[config.mk]
export PLATFORM = sky130hd
export DESIGN_NAME = vipc_ctrl
export DESIGN_NICKNAME = d
export VERILOG_FILES = /design/src/core/vipc_pkg.sv /design/src/core/vipc_ctrl.sv
export SDC_FILE = /design/constraint.sdc
export NUM_CORES = 2
export LEC_CHECK = 0
export ABC_AREA = 1
export ABC_CLOCK_PERIOD_IN_PS = 49700
export BUFFER_PORTS_ARGS = -buffer_cell sky130_fd_sc_hd__buf_2
export CORE_MARGIN = 2
export CORE_UTILIZATION = 36
export CTS_CLUSTER_DIAMETER = 200
export DETAILED_ROUTE_END_ITERATION = 7
export PLACE_DENSITY = 0.51
export RECOVER_POWER = 100
export SETUP_SLACK_MARGIN = 0.1
export SLEW_MARGIN = 30
export SYNTH_ARGS = -nofsm -noshare
export SYNTH_HDL_FRONTEND = slang
export SYNTH_SLANG_ARGS = --single-unit
[constraint.sdc]
create_clock -name clk_i -period 49.7 [get_ports clk_i]
set_clock_uncertainty 0.2 [all_clocks]
set_input_delay 4.97 -clock clk_i [delete_from_list [all_inputs] [get_ports clk_i]]
set_output_delay 4.97 -clock clk_i [all_outputs]
set_load 0.02 [all_outputs]
[src/core/vipc_pkg.sv]
package vipc_pkg;
  // ---------------------------------------------------------------
  // vector table layout (byte addresses in program memory)
  // ---------------------------------------------------------------
  localparam logic [23:0] RESET_GOTO_ADDR = 24'h000000;
  localparam logic [23:0] RESET_TARGET_ADDR = 24'h000002;
  localparam logic [23:0] TRAP_BASE_ADDR = 24'h000004;
  localparam logic [23:0] TRAP_LAST_ADDR = 24'h000012;
  localparam logic [23:0] IRQ_BASE_ADDR = 24'h000014;
  localparam logic [23:0] IRQ_LAST_ADDR = 24'h0000fe;
  localparam logic [23:0] ALT_TABLE_OFFSET = 24'h000100;
  localparam logic [23:0] ALT_IRQ_BASE_ADDR = 24'h000114;
  localparam logic [23:0] ALT_IRQ_LAST_ADDR = 24'h0001fe;
  localparam logic [23:0] USER_CODE_ADDR = 24'h000200;
  localparam int NUM_VECTORS = 118;
  localparam int NUM_FLAG_REGS = 5;
  localparam int NUM_PRIO_REGS = 21;
  localparam int NUM_SRC = 80;
  // trap slots
  localparam logic [2:0] TRAP_OSC = 3'h1;
  localparam logic [2:0] TRAP_ADDR = 3'h2;
  localparam logic [2:0] TRAP_STACK = 3'h3;
  localparam logic [2:0] TRAP_ARITH = 3'h4;
  // ---------------------------------------------------------------
  // register map (wishbone byte addresses)
  // ---------------------------------------------------------------
  localparam logic [7:0] ADDR_CTRL_ONE = 8'h00;
  localparam logic [7:0] ADDR_CTRL_TWO = 8'h04;
  localparam logic [7:0] ADDR_TEST_STATUS = 8'h08;
  localparam logic [7:0] ADDR_ALU_STATUS = 8'h0c;
  localparam logic [7:0] ADDR_CORE_CONTROL = 8'h10;
  localparam logic [7:0] ADDR_FLAG_BASE = 8'h20;
  localparam logic [7:0] ADDR_ENABLE_BASE = 8'h40;
  localparam logic [7:0] ADDR_PRIO_BASE = 8'h80;
  // field positions
  localparam int NEST_DIS_BIT = 15;
  localparam int ALT_SEL_BIT = 15;
  localparam int ARITH_BIT = 4;
  localparam int ADDRT_BIT = 3;
  localparam int STACK_BIT = 2;
  localparam int OSC_BIT = 1;
  localparam int LEVEL_LSB = 5;
  localparam int LEVEL_TOP_BIT = 3;
  localparam logic [15:0] CTRL_ONE_MASK = 16'h801e;
  localparam logic [15:0] CTRL_TWO_MASK = 16'h8007;
  localparam logic [15:0] ALU_STATUS_MASK = 16'h00ff;
  localparam logic [15:0] ZERO16 = 16'h0000;
  // bitmap of vectors that have a source; others never request
  localparam logic [NUM_SRC-1:0] SRC_IMPL = {
    8'h21, 8'h0e, 8'h40, 8'h06, 8'h22, 8'he3,
    16'hfe1f, 16'h3fef
  };
  // ---------------------------------------------------------------
  // carriers
  // ---------------------------------------------------------------
  typedef struct packed {
    logic valid;
    logic [6:0] vector;
    logic [3:0] level;
    logic [23:0] fetch_addr;
  } vipc_req_t;
  typedef struct packed {
    logic osc;
    logic addr;
    logic stack;
    logic arith;
  } vipc_trap_t;
endpackage

[src/core/vipc_ctrl.sv]
// Overview of operation
// - reset fetch starts at word zero, target next
// - eight trap slots from 0x04 to 0x12
// - vector n fetched at 0x14 plus 2n
// - alternate table sits 0x100 above primary
// - each source fixed to one vector number
// - control, flag, enable, priority, status registers exist
// - flags set by source, cleared by software
// - enable bit gates each flag
// - writable three-bit priority per source
// - flag/enable/priority placed by vector number
// - same level ties go to lowest vector
// - status bits 7:5 hold writable cpu level
// - level seven blocks all user interrupts
// - core control bit 3 extends level to four bits
// - top level bit only readable and clearable
// - nesting disable makes level bits read-only
// - new request latches vector and level
// - alternate select moves trap and interrupt fetches to alternate table; reset fetch stays at zero
// - each slot holds 24-bit routine start address
// - nesting disable blocks preemption of running routine
// - control one bit 4 flags arithmetic trap
//
// Decided for this implementation: the Wishbone slave port and the address map.
module vipc_ctrl
  import vipc_pkg::*;
(
  input wire logic clk_i,
  input wire logic rst_i,
  // wishbone classic slave
  input wire logic cyc_i,
  input wire logic stb_i,
  input wire logic we_i,
  input wire logic [7:0] adr_i,
  input wire logic [3:0] sel_i,
  input wire logic [31:0] dat_i,
  output logic [31:0] dat_o,
  output logic ack_o,
  // peripheral request pulses, indexed by vector number
  input wire logic [NUM_SRC-1:0] src_event_i,
  input wire vipc_trap_t trap_event_i,
  // cpu side
  input wire logic isr_enter_i,
  input wire logic isr_exit_i,
  input wire logic trap_enter_i,
  output vipc_req_t irq_req_o,
  output logic [23:0] trap_fetch_addr_o,
  output logic [23:0] reset_fetch_addr_o,
  output logic in_service_o
);
  // ---------------------------------------------------------------
  // state
  // ---------------------------------------------------------------
  logic [15:0] flag_reg [NUM_FLAG_REGS];
  logic [15:0] enable_reg [NUM_FLAG_REGS];
  logic [15:0] prio_reg [NUM_PRIO_REGS];
  logic [15:0] ctrl_one_reg;
  logic [15:0] ctrl_two_reg;
  logic [15:0] test_status_reg;
  logic [2:0] cpu_level_low_bits;
  logic cpu_level_top_bit;
  logic [3:0] isr_depth_reg;
  logic [3:0] cpu_level;
  logic wr_stb;
  logic [15:0] wmask;
  logic [15:0] wdata;
  logic [6:0] widx;
  vipc_req_t best_next;
  vipc_req_t req_reg;
  logic [31:0] rd_next;

  assign wr_stb = cyc_i && stb_i && we_i && !ack_o;
  assign wmask = {{8{sel_i[1]}}, {8{sel_i[0]}}};
  assign wdata = dat_i[15:0];
  assign widx = 7'(adr_i[6:2]);
  assign cpu_level = {cpu_level_top_bit, cpu_level_low_bits};

  // ---------------------------------------------------------------
  // bus handshake
  // ---------------------------------------------------------------
  // one registered ack the cycle after the request; deasserts the cycle after so each access is single
  always_ff @(posedge clk_i) begin
    if (rst_i) begin
      ack_o <= 1'b0;
    end else begin
      ack_o <= cyc_i && stb_i && !ack_o;
    end
  end

  // ---------------------------------------------------------------
  // request flags and enables
  // ---------------------------------------------------------------
  always_ff @(posedge clk_i) begin
    if (rst_i) begin
      for (int r = 0; r < NUM_FLAG_REGS; r++) begin
        flag_reg[r] <= ZERO16;
        enable_reg[r] <= ZERO16;
      end
    end else begin
      for (int r = 0; r < NUM_FLAG_REGS; r++) begin
        logic [15:0] f;
        f = flag_reg[r];
        if (wr_stb && adr_i == ADDR_FLAG_BASE + 8'(r * 4)) begin
          f = (f & ~wmask) | (wdata & wmask);
        end
        if (wr_stb && adr_i == ADDR_ENABLE_BASE + 8'(r * 4)) begin
          enable_reg[r] <= (enable_reg[r] & ~wmask) | (wdata & wmask);
        end
        for (int b = 0; b < 16; b++) begin
          // a source event wins over a same-cycle software clear
          if (r * 16 + b < NUM_SRC) begin
            if (src_event_i[r * 16 + b] && SRC_IMPL[r * 16 + b]) begin
              f[b] = 1'b1;
            end
          end
        end
        flag_reg[r] <= f;
      end
    end
  end

  // ---------------------------------------------------------------
  // priority fields
  // ---------------------------------------------------------------
  always_ff @(posedge clk_i) begin
    if (rst_i) begin
      for (int r = 0; r < NUM_PRIO_REGS; r++) begin
        prio_reg[r] <= ZERO16;
      end
    end else if (wr_stb && adr_i >= ADDR_PRIO_BASE && widx < 7'(NUM_PRIO_REGS)) begin
      // only the three-bit fields are stored; gaps read as zero
      prio_reg[widx[4:0]] <= (prio_reg[widx[4:0]] & ~wmask) | (wdata & wmask & 16'h7777);
    end
  end

  // ---------------------------------------------------------------
  // global controls and trap status
  // ---------------------------------------------------------------
  always_ff @(posedge clk_i) begin
    if (rst_i) begin
      ctrl_one_reg <= ZERO16;
      ctrl_two_reg <= ZERO16;
    end else begin
      logic [15:0] c;
      c = ctrl_one_reg;
      if (wr_stb && adr_i == ADDR_CTRL_ONE) begin
        c = (c & ~(wmask & CTRL_ONE_MASK)) | (wdata & wmask & CTRL_ONE_MASK);
      end
      // trap events set after the write so they win over a clear
      if (trap_event_i.arith) c[ARITH_BIT] = 1'b1;
      if (trap_event_i.addr) c[ADDRT_BIT] = 1'b1;
      if (trap_event_i.stack) c[STACK_BIT] = 1'b1;
      if (trap_event_i.osc) c[OSC_BIT] = 1'b1;
      ctrl_one_reg <= c;
      if (wr_stb && adr_i == ADDR_CTRL_TWO) begin
        ctrl_two_reg <= (ctrl_two_reg & ~(wmask & CTRL_TWO_MASK))
                        | (wdata & wmask & CTRL_TWO_MASK);
      end
    end
  end

  // ---------------------------------------------------------------
  // cpu priority level
  // ---------------------------------------------------------------
  always_ff @(posedge clk_i) begin
    if (rst_i) begin
      cpu_level_low_bits <= 3'h0;
    end else if (trap_enter_i) begin
      cpu_level_low_bits <= 3'h7;
    end else if (wr_stb && adr_i == ADDR_ALU_STATUS && sel_i[0]
                 && !ctrl_one_reg[NEST_DIS_BIT]) begin
      cpu_level_low_bits <= wdata[LEVEL_LSB +: 3];
    end else if (isr_enter_i && !ctrl_one_reg[NEST_DIS_BIT]) begin
      cpu_level_low_bits <= req_reg.level[2:0];
    end
  end

  always_ff @(posedge clk_i) begin
    if (rst_i) begin
      cpu_level_top_bit <= 1'b0;
    end else if (trap_enter_i) begin
      cpu_level_top_bit <= 1'b1;
    end else if (wr_stb && adr_i == ADDR_CORE_CONTROL && sel_i[0]
                 && !wdata[LEVEL_TOP_BIT]) begin
      cpu_level_top_bit <= 1'b0;
    end
  end

  // nesting depth tracks whether a routine is running
  always_ff @(posedge clk_i) begin
    if (rst_i) begin
      isr_depth_reg <= 4'h0;
    end else if (isr_enter_i && !isr_exit_i && isr_depth_reg != 4'hf) begin
      isr_depth_reg <= isr_depth_reg + 4'h1;
    end else if (isr_exit_i && !isr_enter_i && isr_depth_reg != 4'h0) begin
      isr_depth_reg <= isr_depth_reg - 4'h1;
    end
  end

  // ---------------------------------------------------------------
  // arbitration
  // ---------------------------------------------------------------
  // a flat scan over 80 sources; long combinational path traded for one registered cycle of latency
  always_comb begin
    logic [2:0] p;
    logic [6:0] v;
    p = 3'h0;
    v = 7'h0;
    best_next = '0;
    for (int n = 0; n < NUM_SRC; n++) begin
      v = 7'(n);
      p = prio_reg[n / 4][4 * (n % 4) +: 3];
      if (SRC_IMPL[n] && flag_reg[n / 16][n % 16] && enable_reg[n / 16][n % 16]
          && {1'b0, p} > cpu_level
          && (!best_next.valid || p > best_next.level[2:0])) begin
        best_next.valid = 1'b1;
        best_next.vector = v;
        best_next.level = {1'b0, p};
        best_next.fetch_addr = (ctrl_two_reg[ALT_SEL_BIT] ? ALT_IRQ_BASE_ADDR : IRQ_BASE_ADDR)
                               + {16'h0000, v, 1'b0};
      end
    end
    // no preemption while a routine runs with nesting disabled
    if (ctrl_one_reg[NEST_DIS_BIT] && isr_depth_reg != 4'h0) begin
      best_next.valid = 1'b0;
    end
  end

  always_ff @(posedge clk_i) begin
    if (rst_i) begin
      req_reg <= '0;
    end else begin
      req_reg <= best_next;
    end
  end
  assign irq_req_o = req_reg;

  // latch vector and level of each new request
  always_ff @(posedge clk_i) begin
    if (rst_i) begin
      test_status_reg <= ZERO16;
    end else if (best_next.valid && (!req_reg.valid || best_next.vector != req_reg.vector)) begin
      test_status_reg <= {4'h0, best_next.level, 1'b0, best_next.vector};
    end
  end

  // ---------------------------------------------------------------
  // trap and reset fetch addresses
  // ---------------------------------------------------------------
  always_ff @(posedge clk_i) begin
    if (rst_i) begin
      trap_fetch_addr_o <= TRAP_BASE_ADDR;
      reset_fetch_addr_o <= RESET_GOTO_ADDR;
      in_service_o <= 1'b0;
    end else begin
      // highest natural order trap wins: lowest slot number
      logic [2:0] slot;
      slot = TRAP_ARITH;
      if (ctrl_one_reg[STACK_BIT]) slot = TRAP_STACK;
      if (ctrl_one_reg[ADDRT_BIT]) slot = TRAP_ADDR;
      if (ctrl_one_reg[OSC_BIT]) slot = TRAP_OSC;
      trap_fetch_addr_o <= (ctrl_two_reg[ALT_SEL_BIT] ? TRAP_BASE_ADDR + ALT_TABLE_OFFSET
                            : TRAP_BASE_ADDR) + {20'h00000, slot, 1'b0};
      reset_fetch_addr_o <= RESET_GOTO_ADDR;
      in_service_o <= isr_depth_reg != 4'h0;
    end
  end

  // ---------------------------------------------------------------
  // read mux
  // ---------------------------------------------------------------
  always_comb begin
    rd_next = 32'h00000000;
    unique case (1'b1)
      adr_i == ADDR_CTRL_ONE: rd_next = {16'h0000, ctrl_one_reg};
      adr_i == ADDR_CTRL_TWO: rd_next = {16'h0000, ctrl_two_reg};
      adr_i == ADDR_TEST_STATUS: rd_next = {16'h0000, test_status_reg};
      adr_i == ADDR_ALU_STATUS: rd_next = {24'h000000, cpu_level_low_bits, 5'h00};
      adr_i == ADDR_CORE_CONTROL: rd_next = {28'h0000000, cpu_level_top_bit, 3'h0};
      adr_i >= ADDR_FLAG_BASE && adr_i < ADDR_FLAG_BASE + 8'h14:
        rd_next = {16'h0000, flag_reg[3'(widx - 7'h08)]};
      adr_i >= ADDR_ENABLE_BASE && adr_i < ADDR_ENABLE_BASE + 8'h14:
        rd_next = {16'h0000, enable_reg[3'(widx - 7'h10)]};
      adr_i >= ADDR_PRIO_BASE && widx < 7'(NUM_PRIO_REGS):
        rd_next = {16'h0000, prio_reg[widx[4:0]]};
      default: rd_next = 32'h00000000;
    endcase
  end

  always_ff @(posedge clk_i) begin
    if (rst_i) begin
      dat_o <= 32'h00000000;
    end else if (cyc_i && stb_i && !we_i && !ack_o) begin
      dat_o <= rd_next;
    end
  end
endmodule

# Yosys cells after proc, flatten, opt, wreduce, memory -nomap -nowiden
# Memory sizes are Yosys's and may differ from the RTL's.
# Index checks and enable logic that the tools add are counted.
totals:
  ff_bits: 145
  mem_bits_rw: 496
  inputBits: 136
  wordCells: 641
  mem_count: 3
memory_table:
  columns: ["memory", "depth", "width", "read_ports", "rd_clocked_by_memory_dff", "write_ports", "line", "text"]
  rows:
  - ["prio_reg", 21, 16, 18, 0, 21, "vipc_ctrl.sv:56", "logic [15:0] prio_reg [NUM_PRIO_REGS];"]
  - ["enable_reg", 5, 16, 6, 0, 5, "vipc_ctrl.sv:55", "logic [15:0] enable_reg [NUM_FLAG_REGS];"]
  - ["flag_reg", 5, 16, 6, 0, 5, "vipc_ctrl.sv:54", "logic [15:0] flag_reg [NUM_FLAG_REGS];"]
classes:
  n_addsub: 44
  n_lt_le_gt_ge: 85
  n_eq_ne: 16
  n_mux: 184
  n_bitwise: 40
  reduce_logical: 251
ops:
  columns: ["operator", "count"]
  rows:
  - ["$mux 36", 40]
  - ["$mux 16", 21]
  - ["$add 24x6->24 const B", 12]
  - ["$and 16x16->16", 14]
  - ["$add 24x7->24 const B", 9]
  - ["$or 16x16->16", 12]
  - ["$gt 3x4->1", 40]
  - ["$logic_and 1x1->1", 155]
  - ["$add 24x5->24 const B", 6]
  - ["$pmux 16 s8", 1]
  - ["$gt 3x3->1", 39]
  - ["$mux 1", 109]
  - ["$add 24x4->24 const B", 3]
  - ["$add 9x8->10 const B", 5]
  - ["$add 24x3->24 const B", 2]
  - ["$not 16->16", 3]
  - ["$logic_not 1->1", 46]
  - ["$eq 8x6->1 const B", 5]
  - ["$eq 8x7->1 const B", 5]
  - ["$logic_or 1x1->1", 40]
  - ["$add 24x2->24 const B", 1]
  - ["$mux 3", 7]
  - ["$mux 9", 2]
  - ["$eq 8x4->1 const B", 2]
  - ["24 further kinds", 41]

# Logic depth before layout (Yosys ltp)
# An unclocked memory read counts as a cell.
logic_depth:
  word_depth: 163
  depth_mapped: 401
  ltp_nobuf: 394

# Least setup slack after synthesis
# No wires, ideal clock.
synth_timing:
  kind: "register to register"
  from: "register cpu_level_low_bits[0]"
  to: "register test_status_reg[0]"
  t_arrival_ps: 39073
  required_time_ps: 49387
  setup_slack_ps: 10314
  stages_incl_launch_ff: 390
  path_buffers: 9
  path_cell_list: "dfxtp_1 -> ha_1 -> nand3_1 -> nand3_1 -> nor2_1 -> nand2_1 -> ha_1 -> a21oi_1 -> nand2_1 -> nand2_1 -> nand2_1 -> nand2_1 -> o21ai_0 -> ha_1 -> a21oi_1 -> o21ai_0 -> nand2_1 -> nand2_1 -> [... 354 more ...] -> and2_1 -> ha_1 -> a21oi_1 -> o21ai_0 -> nand2_1 -> nand2_1 -> nand2_1 -> nand2_1 -> inv_1 -> clkbuf_1 -> nand4_1 -> nand2_1 -> nand3_1 -> nor2_1 -> nand2_1 -> buf_4 -> a21oi_2 -> nor2_1"
synth_between:
  elab_chain_len: 162
synth_lines:
  columns: ["item", "line", "text"]
  rows:
  - ["from (decl)", "vipc_ctrl.sv:60", "logic [2:0] cpu_level_low_bits;"]
  - ["from (signal assigned)", "vipc_ctrl.sv:172", "cpu_level_low_bits <= wdata[LEVEL_LSB +: 3];"]
  - ["from (signal assigned)", "vipc_ctrl.sv:174", "cpu_level_low_bits <= req_reg.level[2:0];"]
  - ["$gt 3x4->1", "vipc_ctrl.sv:214", "&& {1'b0, p} > cpu_level"]
  - ["$logic_and 1x1->1", "vipc_ctrl.sv:214", null]
  - ["$mux 36", "vipc_ctrl.sv:213", "if (SRC_IMPL[n] && flag_reg[n / 16][n % 16] && enable_reg[n / 16][n % 16]"]
  - ["$gt 3x3->1 or $logic_not 1->1 (tied branches)", "vipc_ctrl.sv:215", "&& (!best_next.valid || p > best_next.level[2:0])) begin"]
  - ["$logic_or 1x1->1", "vipc_ctrl.sv:215", null]
  - ["$logic_and 1x1->1", "vipc_ctrl.sv:215", null]
  - ["$mux 36", "vipc_ctrl.sv:213", null]
  - ["$gt 3x3->1 or $logic_not 1->1 (tied branches)", "vipc_ctrl.sv:215", null]
  - ["[... 146 more ...]", null, null]
  - ["$mux 36", "vipc_ctrl.sv:213", null]
  - ["$gt 3x3->1 or $logic_not 1->1 (tied branches)", "vipc_ctrl.sv:215", null]
  - ["$logic_or 1x1->1", "vipc_ctrl.sv:215", null]
  - ["$logic_and 1x1->1", "vipc_ctrl.sv:215", null]
  - ["$mux 36 (*)", "vipc_ctrl.sv:213", null]
  - ["$ne 7x7->1", "vipc_ctrl.sv:242", "end else if (best_next.valid && (!req_reg.valid || best_next.vector != req_reg.vector)) begin"]
  - ["$logic_or 1x1->1", "vipc_ctrl.sv:242", null]
  - ["$logic_and 1x1->1", "vipc_ctrl.sv:242", null]
  - ["to (signal assigned)", "vipc_ctrl.sv:243", "test_status_reg <= {4'h0, best_next.level, 1'b0, best_next.vector};"]
  - ["to (decl)", "vipc_ctrl.sv:59", "logic [15:0] test_status_reg;"]
# Mark *: on every way between the ends. The rest lies on a longest branch, timed or not.
# A chain may end at the register's enable or synchronous reset.

# Worst setup path after layout
layout_timing:
  from: "register cpu_level_low_bits[2]"
  to: "register test_status_reg[1]"
# The elaborated chain is that of the path after synthesis.

==> metrics.cfg <==
[clock_network]
clockRootBuffer=clkbuf_16
cts_buffers=82
clock_path_buffers=3
clk_pin_slew_worst_paths_ns=0.06
htree_levels=3
holdBufCountCts=0
cts_tree=done
cts_sinks=740
clk_latency_ns=0.67

[cells_and_area]
fill_cells=11394
nNetsFinal=5226
final_common_cell=nand2_1
fin_util_pct=40.8
area_growth_syn_to_layout_pct=12.4
drive_gt1_share_pct=6.89
largest_register_ffs=512
final_cell_mix=nand2_1 (841), nor2_1 (594), edfxtp_1 (592)

[synthesis]
ys.flop_type=edfxtp_1
ys_types=53
async_flop_share_pct=0
synth_area_per_cell_um2=8.78
ys_warn_count=0
syn_inst=4665
ys_ff_latch=740
synth_edf_count=592
ys_seq_area_share_pct=50.6
synth_area_um2=40900

[die]
core_um2=113000
start_util_pct=36.3
die_w_um=341
num_rows=123
fp.dieH_um=341
dieArea_um2=116000
pin_count=254

[min_path]
hold_path_class=reg2reg

[timing]
period_needed_ns=44.42
timing.final.ws_setup_ns=5.28
holdWs_ns=0.245
tns_ns=0
finalHoldViolCount=0
drv_slew=537
fmax_ghz=0.0225
post-route-period-util_pct=89.4
rsz0062_at_grt=false
slew_headroom_pct=-123
worstMarginPinSlew_ns=3.34
setup_viol=0

[place]
port_buffers=119
dp_slack_ns=3.06
gp_congestion=0.947
dp_hpwl_um=103000

[worst_setup_path]
slowest_delay_ns=0.40
crit_type=reg2reg
crit_top_cell=nand2_1
crit_path_max_fanout=19
cp_slowest_cell=ha_1
setup.worst_path.start_class=register
critPathArrivalTime_ns=44.82
cp.required_ns=50.10
worstSetupEndpointType=register

[power_and_ir_drop]
leakagePower_nw=19.7
peakVddDrop_mv=0.0246
p_per_area_nw_per_um2=38.6

[status]
violations=max-capacitance violations, max-slew violations
outcome=finished, violations left

[drt]
dr.first_iter.drc_count=3421
routed_wl_um=145000
via_per_inst=5.31
wl_per_cell_um=22.6
dr.pass1.iters=5
drc_errors=0
vias=34207
antenna_left=0

[grt]
antenna_found_initial=6
grt_pass1_vias=31854
grt_first_pass_wirelength_um=212000
grt_max_degree=131
grt_usage_pct=24.4
overflow=0

[job]
drv_cap=16

## power breakdown
part	internal, mW	switching [mW]
logic	0.133	0.293
registers	0.708	0.0256
clock network	0.355	0.264
## per-stage QoR
step                instances  power [mW]  instance area [µm²]
global route             6447        1.86                46000
global placement         6293        1.16                43400
detailed placement       6294        1.16                43400
CTS                      6445        1.78                46100
finish                   6448        1.78                46000
floorplan                4916        1.03                41900
## repair_timing
action	in CTS	in global routing
endpoints found under the setup margin	0	26
buffers inserted	0	0
endpoints found under the hold margin	0	0
resized for setup	0	40
## worst max-delay path: cells and delay by family, from the launching register on
family,cells,cell delay (ns)
buffers and inverters,38,2.25
AND/OR/NAND/NOR,264,22.35
flip-flops,1,0.36
adder cells (fa/ha/maj),40,13.31
AO/OA/AOI/OAI,47,5.62
## cells by family (layout without fill, tap and decap cells)
kind of cell | after synthesis | after routing | share of synthesized area (%)
simple gates | 1944 | 1945 | 20.1
compound gates | 926 | 926 | 14.2
buf+inv | 839 | 868 | 8.53
flops | 740 | 740 | 50.6
fa+ha+maj | 211 | 211 | 6.47
xor+xnor | 4 | 4 | 0.0855
other cells | 1 | 254 | 0.00916
## final timing paths
kind                                           start                         endpoint  slack (ns)  cells after the start
setup / recovery  cpu_level_low_bits[2]$_SDFFE_PP0P_  test_status_reg[1]$_SDFFE_PP0P_        5.28                    389
hold / removal                              register                         register        0.25                      2
setup reg to reg  cpu_level_low_bits[2]$_SDFFE_PP0P_  test_status_reg[1]$_SDFFE_PP0P_        5.28                    389
hold reg to reg                             register                         register        0.25                      2
## cell usage after synthesis, types with 30 or more instances
library cell / number / area (µm²)
nand2_1: 850 / 3190
nor2_1: 599 / 2250
edfxtp_1: 592 / 17800
inv_1: 537 / 2020
nand3_1: 255 / 1280
a21oi_1: 247 / 1240
a22oi_1: 220 / 1650
o21ai_0: 212 / 1060
ha_1: 210 / 2630
clkbuf_1: 185 / 694
dfxtp_1: 148 / 2960
nand4_1: 98 / 613
buf_4: 78 / 586
nand2_2: 65 / 407
o22ai_1: 62 / 388
a211oi_1: 36 / 270
o211ai_1: 34 / 255
nor4_1: 30 / 188
## routing by layer
metal / vias up / wire [µm] / GRT usage [%] / share of wire [%]
li1: 16296 / - / - / -
met1: 16490 / 63400 / 33.6 / 44
met2: 1201 / 67000 / 39.3 / 46
met3: 216 / 9940 / 3.55 / 6.8
met4: 4 / 5080 / 8.52 / 3.5
met5: - / 27 / 0 / 0.019
## area by class of cell
| cell class | count | area, µm² | area share [%] |
|---|---|---|---|
| repair buffers | 166 | 851 | 1.85 |
| inverters | 551 | 2080 | 4.52 |
| diodes | 2 | 5.00 | 0.0109 |
| clock inverters | 38 | 447 | 0.971 |
| multi-input cells | 3338 | 17800 | 38.6 |
| flip-flops and latches | 740 | 20700 | 45.1 |
| well taps | 1500 | 1880 | 4.08 |
| clock buffers | 113 | 2240 | 4.88 |
Note: power is estimated with default switching activity, not from simulation.
